**src/design/mem_port_pkg.sv**
```systemverilog
// Package: register map, field layout and timing constants of the memory port
package mem_port_pkg;

   // Register byte offsets
   localparam logic [7:0] OFF_LIMITS  = 8'h00; // lower, upper, base limits
   localparam logic [7:0] OFF_OPTIONS = 8'h04; // option code, bank select
   localparam logic [7:0] OFF_STATUS  = 8'h08; // sticky event bits, w1c except the refresh timeout bit
   localparam logic [7:0] OFF_MASK    = 8'h0c; // interrupt mask
   localparam logic [7:0] OFF_STATE   = 8'h10; // live indications

   // Field positions
   localparam int LIM_LOWER_LSB = 0;
   localparam int LIM_UPPER_LSB = 8;
   localparam int LIM_BASE_LSB  = 16;
   localparam int OPT_MODE_LSB  = 0;
   localparam int OPT_SPEEDUP   = 2;
   localparam int OPT_WPARITY   = 3;
   localparam int OPT_BANK_LSB  = 4;

   // Status bit positions
   localparam int ST_REFRESH_TO = 0;
   localparam int ST_PARITY_ERR = 1;
   localparam int ST_REJECTED   = 2;
   localparam int ST_ACCEPTED   = 3;
   localparam int NUM_EVENTS    = 4;

   // Reset values
   localparam logic [31:0] LIMITS_RST  = 32'h0000_ff00;
   localparam logic [7:0]  OPTIONS_RST = 8'h00;

   // Address: one limit count covers 64K words
   localparam int ADDR_W      = 24;
   localparam int LIMIT_SHIFT = 16;

   // Interleave modes
   typedef enum logic [1:0] {
      IL_NONE = 2'h0,
      IL_2WAY = 2'h1,
      IL_4WAY = 2'h2,
      IL_8WAY = 2'h3
   } ilv_mode_e;

   // Address settling when speedup is off, least time rounded up
   localparam int CLK_PERIOD_NS = 10;
   localparam int SETTLE_NS     = 40;
   localparam int SETTLE_CYC    =
      (SETTLE_NS + CLK_PERIOD_NS - 1) / CLK_PERIOD_NS;

   // Port controller states, Gray along the usual path
   typedef enum logic [1:0] {
      ST_IDLE   = 2'b00,
      ST_SETTLE = 2'b01,
      ST_REQ    = 2'b11,
      ST_CYCLE  = 2'b10
   } port_state_e;

   // Request from the channel
   typedef struct packed {
      logic [ADDR_W-1:0] addr;
      logic              write;
      logic [15:0]       data;
      logic [1:0]        par;
   } chan_req_s;

   // Memory cycle issued to the shared memory
   typedef struct packed {
      logic [ADDR_W-1:0] addr;
      logic              write;
      logic [15:0]       data;
   } mem_cyc_s;

endpackage : mem_port_pkg

```
**src/design/mem_port_window_interleave.sv**
```systemverilog
// Memory port with window decode, interleave bank select and status
//
// Local design decisions: the AXI4-Lite slave port and the register addresses.
`timescale 1ns/100ps
module mem_port_window_interleave
   import mem_port_pkg::*;
(
   input  wire logic        clk,                    // 100 MHz clock
   input  wire logic        rst,                    // Async reset, high
   input  wire logic        master_clear,           // Master clear pulse
   // AXI4-Lite slave
   input  wire logic [7:0]  s_axi_awaddr,           // Write address
   input  wire logic        s_axi_awvalid,          // Write address valid
   output logic             s_axi_awready,          // Write address ready
   input  wire logic [31:0] s_axi_wdata,            // Write data
   input  wire logic [3:0]  s_axi_wstrb,            // Write byte strobes
   input  wire logic        s_axi_wvalid,           // Write data valid
   output logic             s_axi_wready,           // Write data ready
   output logic [1:0]       s_axi_bresp,            // Write response
   output logic             s_axi_bvalid,           // Write response valid
   input  wire logic        s_axi_bready,           // Write response ready
   input  wire logic [7:0]  s_axi_araddr,           // Read address
   input  wire logic        s_axi_arvalid,          // Read address valid
   output logic             s_axi_arready,          // Read address ready
   output logic [31:0]      s_axi_rdata,            // Read data
   output logic [1:0]       s_axi_rresp,            // Read response
   output logic             s_axi_rvalid,           // Read data valid
   input  wire logic        s_axi_rready,           // Read data ready
   // Channel side
   input  wire logic        channel_request_strobe, // Request pulse
   input  wire chan_req_s   chan_req,               // Request payload
   output logic             address_accepted_flag,  // Address OK level
   output logic             chan_done,              // Access finished pulse
   // Shared memory side
   output logic             mem_req,                // Cycle request level
   output mem_cyc_s         mem_cyc,                // Cycle payload
   input  wire logic        mem_grant,              // Cycle allocated
   input  wire logic        mem_done,               // Cycle finished pulse
   input  wire logic        refresh_timeout,        // Refresh timeout pulse
   output logic             granted,                // Granted indication
   output logic             refresh_to_flag,        // Sticky timeout status
   output logic             parity_error,           // Parity error pulse
   output logic             irq                     // Interrupt level
);

   // Register state
   logic [31:0]           limits_r, limits_nxt;
   logic [7:0]            options_r, options_nxt;
   logic [NUM_EVENTS-1:0] status_r, status_nxt, mask_r, mask_nxt;
   logic                  irq_r, irq_nxt;
   // Bus state
   logic       awready_r, awready_nxt, wready_r, wready_nxt;
   logic       arready_r, arready_nxt;
   logic [7:0] awaddr_r, awaddr_nxt;
   logic [31:0] wdata_r, wdata_nxt;
   logic [3:0] wstrb_r, wstrb_nxt;
   logic       bvalid_r, bvalid_nxt, rvalid_r, rvalid_nxt;
   logic [1:0] bresp_r, bresp_nxt, rresp_r, rresp_nxt;
   logic [31:0] rdata_r, rdata_nxt;
   // Port state
   port_state_e state_r, state_nxt;
   logic [1:0]  settle_r, settle_nxt;
   chan_req_s   req_r, req_nxt;
   mem_cyc_s    cyc_r, cyc_nxt;
   logic        address_accepted_flag_r, address_accepted_flag_nxt, grant_r, grant_nxt, rto_r, rto_nxt;
   logic        perr_r, perr_nxt, done_r, done_nxt, mreq_r, mreq_nxt;

   // Decoded settings
   logic [ADDR_W-1:0] lower_addr, upper_addr;
   ilv_mode_e   mode;
   logic        speedup, wparity;
   logic [2:0]  bank_sel, bank_mask;
   logic        in_window, bank_hit, par_bad;
   logic [NUM_EVENTS-1:0] ev;
   logic        wr_fire, rd_fire;

   // Option and window decode
   always_comb
   begin
      lower_addr = ADDR_W'({limits_r[LIM_LOWER_LSB +: 8], 16'h0000});
      upper_addr = ADDR_W'({limits_r[LIM_UPPER_LSB +: 8], 16'h0000});
      mode       = ilv_mode_e'(options_r[OPT_MODE_LSB +: 2]);
      speedup    = options_r[OPT_SPEEDUP];
      wparity    = options_r[OPT_WPARITY];
      bank_sel   = options_r[OPT_BANK_LSB +: 3];
      case (mode)
         IL_NONE: bank_mask = 3'h0;
         IL_2WAY: bank_mask = 3'h1;
         IL_4WAY: bank_mask = 3'h3;
         IL_8WAY: bank_mask = 3'h7;
         default: bank_mask = 3'h0;
      endcase
      in_window = (req_r.addr >= lower_addr)
               && (req_r.addr < upper_addr);
      bank_hit  = ((req_r.addr[2:0] ^ bank_sel) & bank_mask) == 3'h0;
      // Odd parity per byte: data bits plus parity bit must be odd
      par_bad   = req_r.write && wparity
               && (!(^{req_r.data[7:0], req_r.par[0]})
                || !(^{req_r.data[15:8], req_r.par[1]}));
   end

   // Port controller next state
   always_comb
   begin
      state_nxt = state_r;
      settle_nxt = settle_r;
      req_nxt = req_r;
      cyc_nxt = cyc_r;
      address_accepted_flag_nxt = address_accepted_flag_r;
      grant_nxt = mem_grant && mreq_r;
      perr_nxt = 1'b0;
      done_nxt = 1'b0;
      mreq_nxt = mreq_r;
      rto_nxt = (rto_r & !master_clear) | refresh_timeout;
      if (channel_request_strobe)
         address_accepted_flag_nxt = 1'b0;
      case (state_r)
         ST_IDLE:
            if (channel_request_strobe)
            begin
               req_nxt = chan_req;
               settle_nxt = 2'(SETTLE_CYC - 1);
               state_nxt = speedup ? ST_REQ : ST_SETTLE;
            end
         ST_SETTLE:
         begin
            req_nxt = chan_req;
            if (settle_r == 2'h0)
               state_nxt = ST_REQ;
            else
               settle_nxt = settle_r - 2'h1;
         end
         ST_REQ:
            if (in_window && bank_hit)
            begin
               address_accepted_flag_nxt = 1'b1;
               perr_nxt = par_bad;
               cyc_nxt.addr = req_r.addr;
               cyc_nxt.write = req_r.write;
               cyc_nxt.data = req_r.data;
               mreq_nxt = 1'b1;
               state_nxt = ST_CYCLE;
            end
            else
               state_nxt = ST_IDLE;
         ST_CYCLE:
            if (mem_done)
            begin
               mreq_nxt = 1'b0;
               done_nxt = 1'b1;
               state_nxt = ST_IDLE;
            end
         default: state_nxt = ST_IDLE;
      endcase
   end

   // Events into the sticky status
   always_comb
   begin
      ev[ST_REFRESH_TO] = refresh_timeout;
      ev[ST_PARITY_ERR] = perr_nxt;
      ev[ST_REJECTED]   = (state_r == ST_REQ) && !(in_window && bank_hit);
      ev[ST_ACCEPTED]   = (state_r == ST_REQ) && in_window && bank_hit;
   end

   // AXI4-Lite slave next state and register writes
   always_comb
   begin
      awready_nxt = awready_r;
      wready_nxt = wready_r;
      awaddr_nxt = awaddr_r;
      wdata_nxt = wdata_r;
      wstrb_nxt = wstrb_r;
      bvalid_nxt = bvalid_r;
      bresp_nxt = bresp_r;
      rvalid_nxt = rvalid_r;
      rresp_nxt = rresp_r;
      rdata_nxt = rdata_r;
      limits_nxt = limits_r;
      options_nxt = options_r;
      mask_nxt = mask_r;
      status_nxt = status_r;
      wr_fire = !awready_r && !wready_r && !bvalid_r;
      rd_fire = s_axi_arvalid && arready_r;
      if (s_axi_awvalid && awready_r)
      begin
         awready_nxt = 1'b0;
         awaddr_nxt = s_axi_awaddr;
      end
      if (s_axi_wvalid && wready_r)
      begin
         wready_nxt = 1'b0;
         wdata_nxt = s_axi_wdata;
         wstrb_nxt = s_axi_wstrb;
      end
      if (wr_fire)
      begin
         awready_nxt = 1'b1;
         wready_nxt = 1'b1;
         bvalid_nxt = 1'b1;
         bresp_nxt = 2'h0;
         case ({awaddr_r[7:2], 2'h0})
            OFF_LIMITS:
               for (int i = 0; i < 3; i++)
                  if (wstrb_r[i])
                     limits_nxt[8*i +: 8] = wdata_r[8*i +: 8];
            OFF_OPTIONS: if (wstrb_r[0])
               options_nxt = {1'b0, wdata_r[6:0]};
            OFF_STATUS: if (wstrb_r[0])
               status_nxt = status_r & ~wdata_r[NUM_EVENTS-1:0];
            OFF_MASK: if (wstrb_r[0])
               mask_nxt = wdata_r[NUM_EVENTS-1:0];
            OFF_STATE: ;
            default: bresp_nxt = 2'h2;
         endcase
      end
      else if (bvalid_r && s_axi_bready)
         bvalid_nxt = 1'b0;
      // Timeout bit may only leave on master clear
      status_nxt[ST_REFRESH_TO] = status_r[ST_REFRESH_TO]
                                & !master_clear;
      status_nxt = status_nxt | ev;                                  // Set wins
      if (rd_fire)
      begin
         rvalid_nxt = 1'b1;
         rresp_nxt = 2'h0;
         case ({s_axi_araddr[7:2], 2'h0})
            OFF_LIMITS:  rdata_nxt = {8'h00, limits_r[23:0]};
            OFF_OPTIONS: rdata_nxt = {24'h0, options_r};
            OFF_STATUS:  rdata_nxt = {28'h0, status_r};
            OFF_MASK:    rdata_nxt = {28'h0, mask_r};
            OFF_STATE:   rdata_nxt = {26'h0, state_r, grant_r, mreq_r,
                                      rto_r, address_accepted_flag_r};
            default:
            begin
               rdata_nxt = 32'h0;
               rresp_nxt = 2'h2;
            end
         endcase
      end
      else if (rvalid_r && s_axi_rready)
         rvalid_nxt = 1'b0;
      arready_nxt = !rvalid_nxt;
      irq_nxt = |(status_nxt & mask_nxt);
   end

   // Registers
   always_ff @(posedge clk or posedge rst)
   begin
      if (rst)
      begin
         limits_r <= LIMITS_RST;
         options_r <= OPTIONS_RST;
         status_r <= '0;
         mask_r <= '0;
         irq_r <= 1'b0;
         awready_r <= 1'b1;
         wready_r <= 1'b1;
         arready_r <= 1'b1;
         awaddr_r <= 8'h00;
         wdata_r <= 32'h0;
         wstrb_r <= 4'h0;
         bvalid_r <= 1'b0;
         bresp_r <= 2'h0;
         rvalid_r <= 1'b0;
         rresp_r <= 2'h0;
         rdata_r <= 32'h0;
         state_r <= ST_IDLE;
         settle_r <= 2'h0;
         req_r <= '0;
         cyc_r <= '0;
         address_accepted_flag_r <= 1'b0;
         grant_r <= 1'b0;
         rto_r <= 1'b0;
         perr_r <= 1'b0;
         done_r <= 1'b0;
         mreq_r <= 1'b0;
      end
      else
      begin
         limits_r <= limits_nxt;
         options_r <= options_nxt;
         status_r <= status_nxt;
         mask_r <= mask_nxt;
         irq_r <= irq_nxt;
         awready_r <= awready_nxt;
         wready_r <= wready_nxt;
         arready_r <= arready_nxt;
         awaddr_r <= awaddr_nxt;
         wdata_r <= wdata_nxt;
         wstrb_r <= wstrb_nxt;
         bvalid_r <= bvalid_nxt;
         bresp_r <= bresp_nxt;
         rvalid_r <= rvalid_nxt;
         rresp_r <= rresp_nxt;
         rdata_r <= rdata_nxt;
         state_r <= state_nxt;
         settle_r <= settle_nxt;
         req_r <= req_nxt;
         cyc_r <= cyc_nxt;
         address_accepted_flag_r <= address_accepted_flag_nxt;
         grant_r <= grant_nxt;
         rto_r <= rto_nxt;
         perr_r <= perr_nxt;
         done_r <= done_nxt;
         mreq_r <= mreq_nxt;
      end
   end

   // Outputs straight from flip-flops
   assign s_axi_awready = awready_r;
   assign s_axi_wready = wready_r;
   assign s_axi_bvalid = bvalid_r;
   assign s_axi_bresp = bresp_r;
   assign s_axi_arready = arready_r;
   assign s_axi_rvalid = rvalid_r;
   assign s_axi_rresp = rresp_r;
   assign s_axi_rdata = rdata_r;
   assign address_accepted_flag = address_accepted_flag_r;
   assign chan_done = done_r;
   assign mem_req = mreq_r;
   assign mem_cyc = cyc_r;
   assign granted = grant_r;
   assign refresh_to_flag = rto_r;
   assign parity_error = perr_r;
   assign irq = irq_r;

endmodule : mem_port_window_interleave

```
**config.mk**
```make
export PLATFORM = sky130hd
export DESIGN_NAME = mem_port_window_interleave
export DESIGN_NICKNAME = d
export VERILOG_FILES = /design/src/design/mem_port_pkg.sv /design/src/design/mem_port_window_interleave.sv
export SDC_FILE = /design/constraint.sdc
export NUM_CORES = 1
export LEC_CHECK = 0
export BUFFER_PORTS_ARGS = -buffer_cell sky130_fd_sc_hd__buf_4
export CAP_MARGIN = 10
export CORE_ASPECT_RATIO = 1.75
export CORE_MARGIN = 2
export CORE_UTILIZATION = 25
export DETAILED_ROUTE_END_ITERATION = 12
export SLEW_MARGIN = 40
export SYNTH_ARGS = -nofsm -noshare
export SYNTH_HDL_FRONTEND = slang
export SYNTH_SLANG_ARGS = --single-unit
```
**constraint.sdc**
```tcl
create_clock -name clk -period 6.4 [get_ports clk]
set_input_delay 1.28 -clock clk [delete_from_list [all_inputs] [get_ports clk]]
set_output_delay 1.28 -clock clk [all_outputs]
set_load 0.005 [all_outputs]
```
# Yosys cells after proc, flatten, opt, wreduce, memory -nomap -nowiden
# Cells that the tools add are included.
# word_totals
rom_bits	0
ff_bits	210
ram_bits	0
latchBits	0
output_inout_bits	89
inputBits	107
n_memories	0
# op_classes
n_div	0
n_addsub	1
n_lt_le_gt_ge	2
n_mul	0
n_eq_ne	19
reduce_logical	49
n_bitwise	9
mux	39
shift	0
# op_table
op	count
$pmux W24 S5	1
$pmux W43 S2	1
$mux W43	1
$eq A6 B2 Y1 const B	4
$ge A24 B24 Y1	1
$lt A24 B24 Y1	1
$mux W4	6
$reduce_and A3 Y1	7
$mux W2	9
$reduce_xor A9 Y1	2
$mux W1	17
$logic_and A1 B1 Y1	15
$eq A6 B1 Y1 const B	2
$eq A6 B3 Y1 const B	2
$logic_not A6 Y1	2
$pmux W3 S4	1
$ne A2 B2 Y1 const B	5
$reduce_bool A2 Y1	5
$reduce_or A5 Y1	2
$and A4 B4 Y4	2
$eq A2 B2 Y1 const B	4
$logic_not A1 Y1	8
$pmux W2 S4	1
$logic_not A2 Y1	3
other kinds (14)	17

# Logic depth before layout (Yosys ltp)
# depth
depth_word	10
depth_mapped	10

# Worst setup path after synthesis
# OpenSTA, ideal clock, no wires.
# synth_timing
kind	input to register
from	input s_axi_araddr[5]
to	register rdata_r[4], in the netlist s_axi_rdata[4]
cell_stages	5
n_path_buf	0
t_arrival_ns	2.510
slack_ns	3.807
required_time_ns	6.317
setup_time_ns	0.083
cell_sequence	nor3_1 -> nand2b_1 -> nor3b_1 -> a222oi_1 -> o21ai_0
# synth_between
elab_chain_cells	2
# synth_lines
element	line	text
start: declaration	mem_port_window_interleave.sv:22	input wire logic [7:0] s_axi_araddr,
$eq A6 B3 Y1, or another cell as far along	mem_port_window_interleave.sv:227	case ({s_axi_araddr[7:2], 2'h0})
$pmux W24 S5 (*)	mem_port_window_interleave.sv:227	
end signal: assignment	mem_port_window_interleave.sv:296	rdata_r <= rdata_nxt;
end: declaration	mem_port_window_interleave.sv:59	logic [31:0] rdata_r, rdata_nxt;
# Mark *: on every way between the ends. The rest lies on a longest branch, timed or not.
# A chain may end at the register's enable or synchronous reset.

# Worst setup path after layout
# layout_timing
from	register limits_r[5]
to	register cyc_r, in the netlist mem_cyc[16]
# layout_between
elab_chain_cells	4
# layout_lines
element	line	text
start: declaration	mem_port_window_interleave.sv:47	logic [31:0] limits_r, limits_nxt;
start signal: assignment	mem_port_window_interleave.sv:281	limits_r <= limits_nxt;
$ge A24 B24 Y1	mem_port_window_interleave.sv:93	in_window = (req_r.addr >= lower_addr)
$logic_and A1 B1 Y1	mem_port_window_interleave.sv:94	&& (req_r.addr < upper_addr);
$logic_and A1 B1 Y1	mem_port_window_interleave.sv:134	if (in_window && bank_hit)
$reduce_and A2 Y1 (no line)	--	
end signal: assignment	mem_port_window_interleave.sv:300	cyc_r <= cyc_nxt;
end: declaration	mem_port_window_interleave.sv:64	mem_cyc_s cyc_r, cyc_nxt;
# No other way between the ends.

==> flow_metrics.py <==
metrics = {
    "run_status": {
        "status": "completed",
    },
    "cells_and_area": {
        "num-fill-cells": 3557,
        "final_cell_mix": "nand2_1 (187), dfrtp_1 (187), buf_4 (176), mux2_2 (77), mux2_4 (35)",
        "multi_input_area_sq_mm": 0.00336,
        "instances_no_fill": 1371,
        "seq_area_sq_mm": 0.00497,
        "layout.nets": 1022,
        "areaGrowthSynthToFinish_pct": 27.3,
        "insertedDiodeCount": 0,
        "drive_above_1_share_pct": 37.5,
    },
    "floorplanning": {
        "die_w_um": 144,
        "fp-row-count": 90,
        "pin_count": 196,
        "initial_core_util_pct": 25.2,
        "core_sq_mm": 0.0342,
        "die_y_um": 250,
        "dieArea_sq_mm": 0.0360,
    },
    "detailed_routing": {
        "drt-total-wl_mm": 22.7,
        "via_per_inst": 4.32,
        "drt_iter0_markers": 231,
        "drt-pass1-iter-count": 4,
        "wl_per_cell_um": 16.6,
        "postRouteAntennaNets": 0,
        "post-route-drc-count": 0,
        "vias": 5920,
    },
    "sta": {
        "relSlewSlack_pct": 54.0,
        "tightest_slew_ps": 684,
        "rsz0062_at_grt": "no",
        "hold_violations": 0,
        "fmax_ghz": 0.304,
        "fin_setup_tns_ps": 0,
        "setup_viol": 0,
        "fin_worst_skew_ps": 8.51,
        "worst_hold_slack_ps": 471,
        "post-route-period-util_pct": 51.3,
        "slew_violations": 0,
        "layout_min_cycle_time_ps": 3280,
    },
    "critical_path": {
        "required_ps": 6730,
        "crit_family": "compound AO/OA/AOI/OAI gates",
        "crit_chain": "inv_1 -> ha_1 -> a21o_1 -> a21o_1 -> a221o_1 -> o211ai_2 -> or2_2 -> buf_4 -> mux2_2",
        "crit_path_start_kind": "flip-flop",
        "crit_top_cell": "a21o_1",
        "max_stage_delay_ps": 550,
        "path_max_fanout": 29,
        "critPathSlowestCell": "buf_4",
        "r2r_setup_slack_ps": 3120,
        "worstSetupEndpointType": "flip-flop",
        "cp.arrival_ps": 3620,
        "worst-path-buf-inv": 2,
        "path_class": "flip-flop to flip-flop",
    },
    "clock_tree": {
        "cts_setup_buffers": 0,
        "clk_latency_ps": 440,
        "clkTransAtPathRegs_ps": 70,
        "ctsResizeCount": 0,
        "clockBufferDepth": 2,
        "clock-root-buffer": "clkbuf_16",
        "numCtsBuffers": 17,
        "cts_max_level": 4,
        "ctsHoldBuffers": 0,
        "cts.sinks": 198,
        "cts_tree": "done",
    },
    "placed_design": {
        "place_inst": 1339,
        "hpwl_mm": 17.0,
        "io_buffers": 172,
        "gp_congestion": 0.815,
    },
    "yosys": {
        "synth_area_leaders": "dfrtp_1 (54%), mux2_2 (10%), nand2_1 (8.2%)",
        "synthesis.area_sq_mm": 0.00862,
        "synth_cell_types": 53,
        "ys.warnings.count": 0,
        "synth_async_sr_flop_share_pct": 100,
        "synth_top_area_cell": "dfrtp_1",
        "syn_inst": 729,
        "synth_edf_count": 0,
        "ys_ff_latch": 198,
        "synth_top_area_share_pct": 54.3,
        "avgSynthCellArea_sq_um": 11.8,
        "seq_area_frac_synth_pct": 57.7,
        "synth-main-ff-cell": "dfrtp_1",
    },
    "run": {
        "cap_violations": 0,
    },
    "power_and_ir_drop": {
        "switching_share_pct": 34.0,
        "power_frac_clock_pct": 20.5,
        "ir_worst_vdd_mv": 0.201,
        "p_leak_uw": 0.00543,
        "p_seq_share_pct": 44.2,
        "p_int_uw": 3330,
        "combPwrFrac_pct": 35.2,
        "net-switching-power_uw": 1710,
        "power_density_mw_per_mm2": 459,
    },
    "global_routing": {
        "grt_pass1_vias": 6131,
        "antenna_found_initial": 0,
        "grt_pass1_wl_mm": 34.7,
        "grt_usage_pct": 13.0,
        "grt_max_degree": 80,
        "grt-ovfl-total": 0,
    },
    "hold_path": {
        "hp-class": "flip-flop to flip-flop",
    },
}
-- layer usage --
layer / wire [um] / GRT usage (%)
met2: 12400 / 23.5
met3: 1070 / 3.09
met5: 0 / 0
met1: 8470 / 13.7
met4: 818 / 6.52
-- synth_stat cells (2+ instances only) --
master	instances
nand3_1	22
inv_1	26
buf_6	2
nand2_1	188
a211oi_1	2
a22oi_1	9
and2_1	3
and3_1	3
nor2b_1	4
a21oi_1	4
ha_1	16
o21ai_0	21
or4_1	4
nand4_1	4
o211ai_1	2
xnor2_1	8
a21o_1	6
a221o_1	2
xnor3_1	2
dfstp_2	11
nor4_1	2
buf_12	3
a222oi_1	2
a221oi_1	4
xor2_1	6
dfrtp_1	187
mux2_4	35
mux2i_1	2
clkbuf_1	22
mux2_2	77
nor2_1	14
o22ai_1	2
buf_4	10
nor3_1	5
-- metrics by stage --
step | setup WS [ps] | total power, uW | area (sq um) | util [%]
2_1_floorplan | 2570 | 3350 | 8650 | -
3_3_place_gp | 2900 | 3980 | 10300 | 30.2
3_5_place_dp | 2880 | 4060 | 10400 | 30.4
4_1_cts | 3090 | 5130 | 11000 | 32.0
5_1_grt | 2990 | 5390 | 11000 | 32.1
6_report | 3120 | 5040 | 11000 | 32.1
-- worst paths after layout --
| check | from | end | depth (start not counted) |
|---|---|---|---|
| setup / recovery | limits_r[5]$_DFFE_PP0P_ | mem_cyc[16]$_DFFE_PP0P_ | 9 |
| hold / removal | s_axi_rdata[18]$_DFFE_PP0P_ | s_axi_rdata[18]$_DFFE_PP0P_ | 2 |
| setup reg to reg | limits_r[5]$_DFFE_PP0P_ | mem_cyc[16]$_DFFE_PP0P_ | 9 |
| hold reg to reg | s_axi_rdata[18]$_DFFE_PP0P_ | s_axi_rdata[18]$_DFFE_PP0P_ | 2 |
| max in group asynchronous | rst | s_axi_wready$_DFFE_PP1P_ | 5 |
| min in group asynchronous | rst | mem_cyc[31]$_DFFE_PP0P_ | 2 |
-- flip-flops by register name, indices dropped and copies added, names as in the netlist, 2 cells and up --
register	flops
wstrb_r	3
mem_cyc	41
awaddr_r	6
s_axi_rdata	24
status_r	4
req_r	43
limits_r	24
mask_r	4
settle_r	2
wdata_r	24
options_r	7
state_r	2
-- cell type report --
cell class	count	area share [%]
flip-flops and latches	198	45.3
multi-input cells	475	30.6
repair buffers	180	12.8
well taps	460	5.25
clock buffers	23	4.36
inverters	27	0.981
clock inverters	8	0.673
-- power groups by stage --
| stage | clock network (uW) | registers [uW] | logic, uW |
|---|---|---|---|
| finish | 1040 | 2230 | 1770 |
| floorplan | 0 | 2090 | 1260 |
| global placement | 0 | 2240 | 1740 |
| detailed placement | 0 | 2260 | 1800 |
| global route | 1120 | 2300 | 1970 |
| CTS | 1080 | 2230 | 1810 |
-- worst register-to-register path: cells and delay by family, from the launching register on --
family | cells | cell delay, ps
compound gates | 4 | 920
fa+ha+maj | 1 | 310
buf+inv | 2 | 630
flops | 1 | 400
mux | 1 | 430
simple gates | 1 | 510
-- cells by family (layout without fill, tap and decap cells) --
family                   Yosys count  after routing  share of synthesized area (%)
AO/OA/AOI/OAI                     63             63                           5.10
buffers and inverters             65            238                           4.01
adder cells (fa/ha/maj)           16             16                           2.32
multiplexers                     114            114                           16.4
XOR/XNOR                          16             16                           1.95
flip-flops                       198            198                           57.7
AND/OR/NAND/NOR                  256            256                           12.5
other                              1             10                         0.0435
Note: power is estimated with default switching activity, not from simulation.
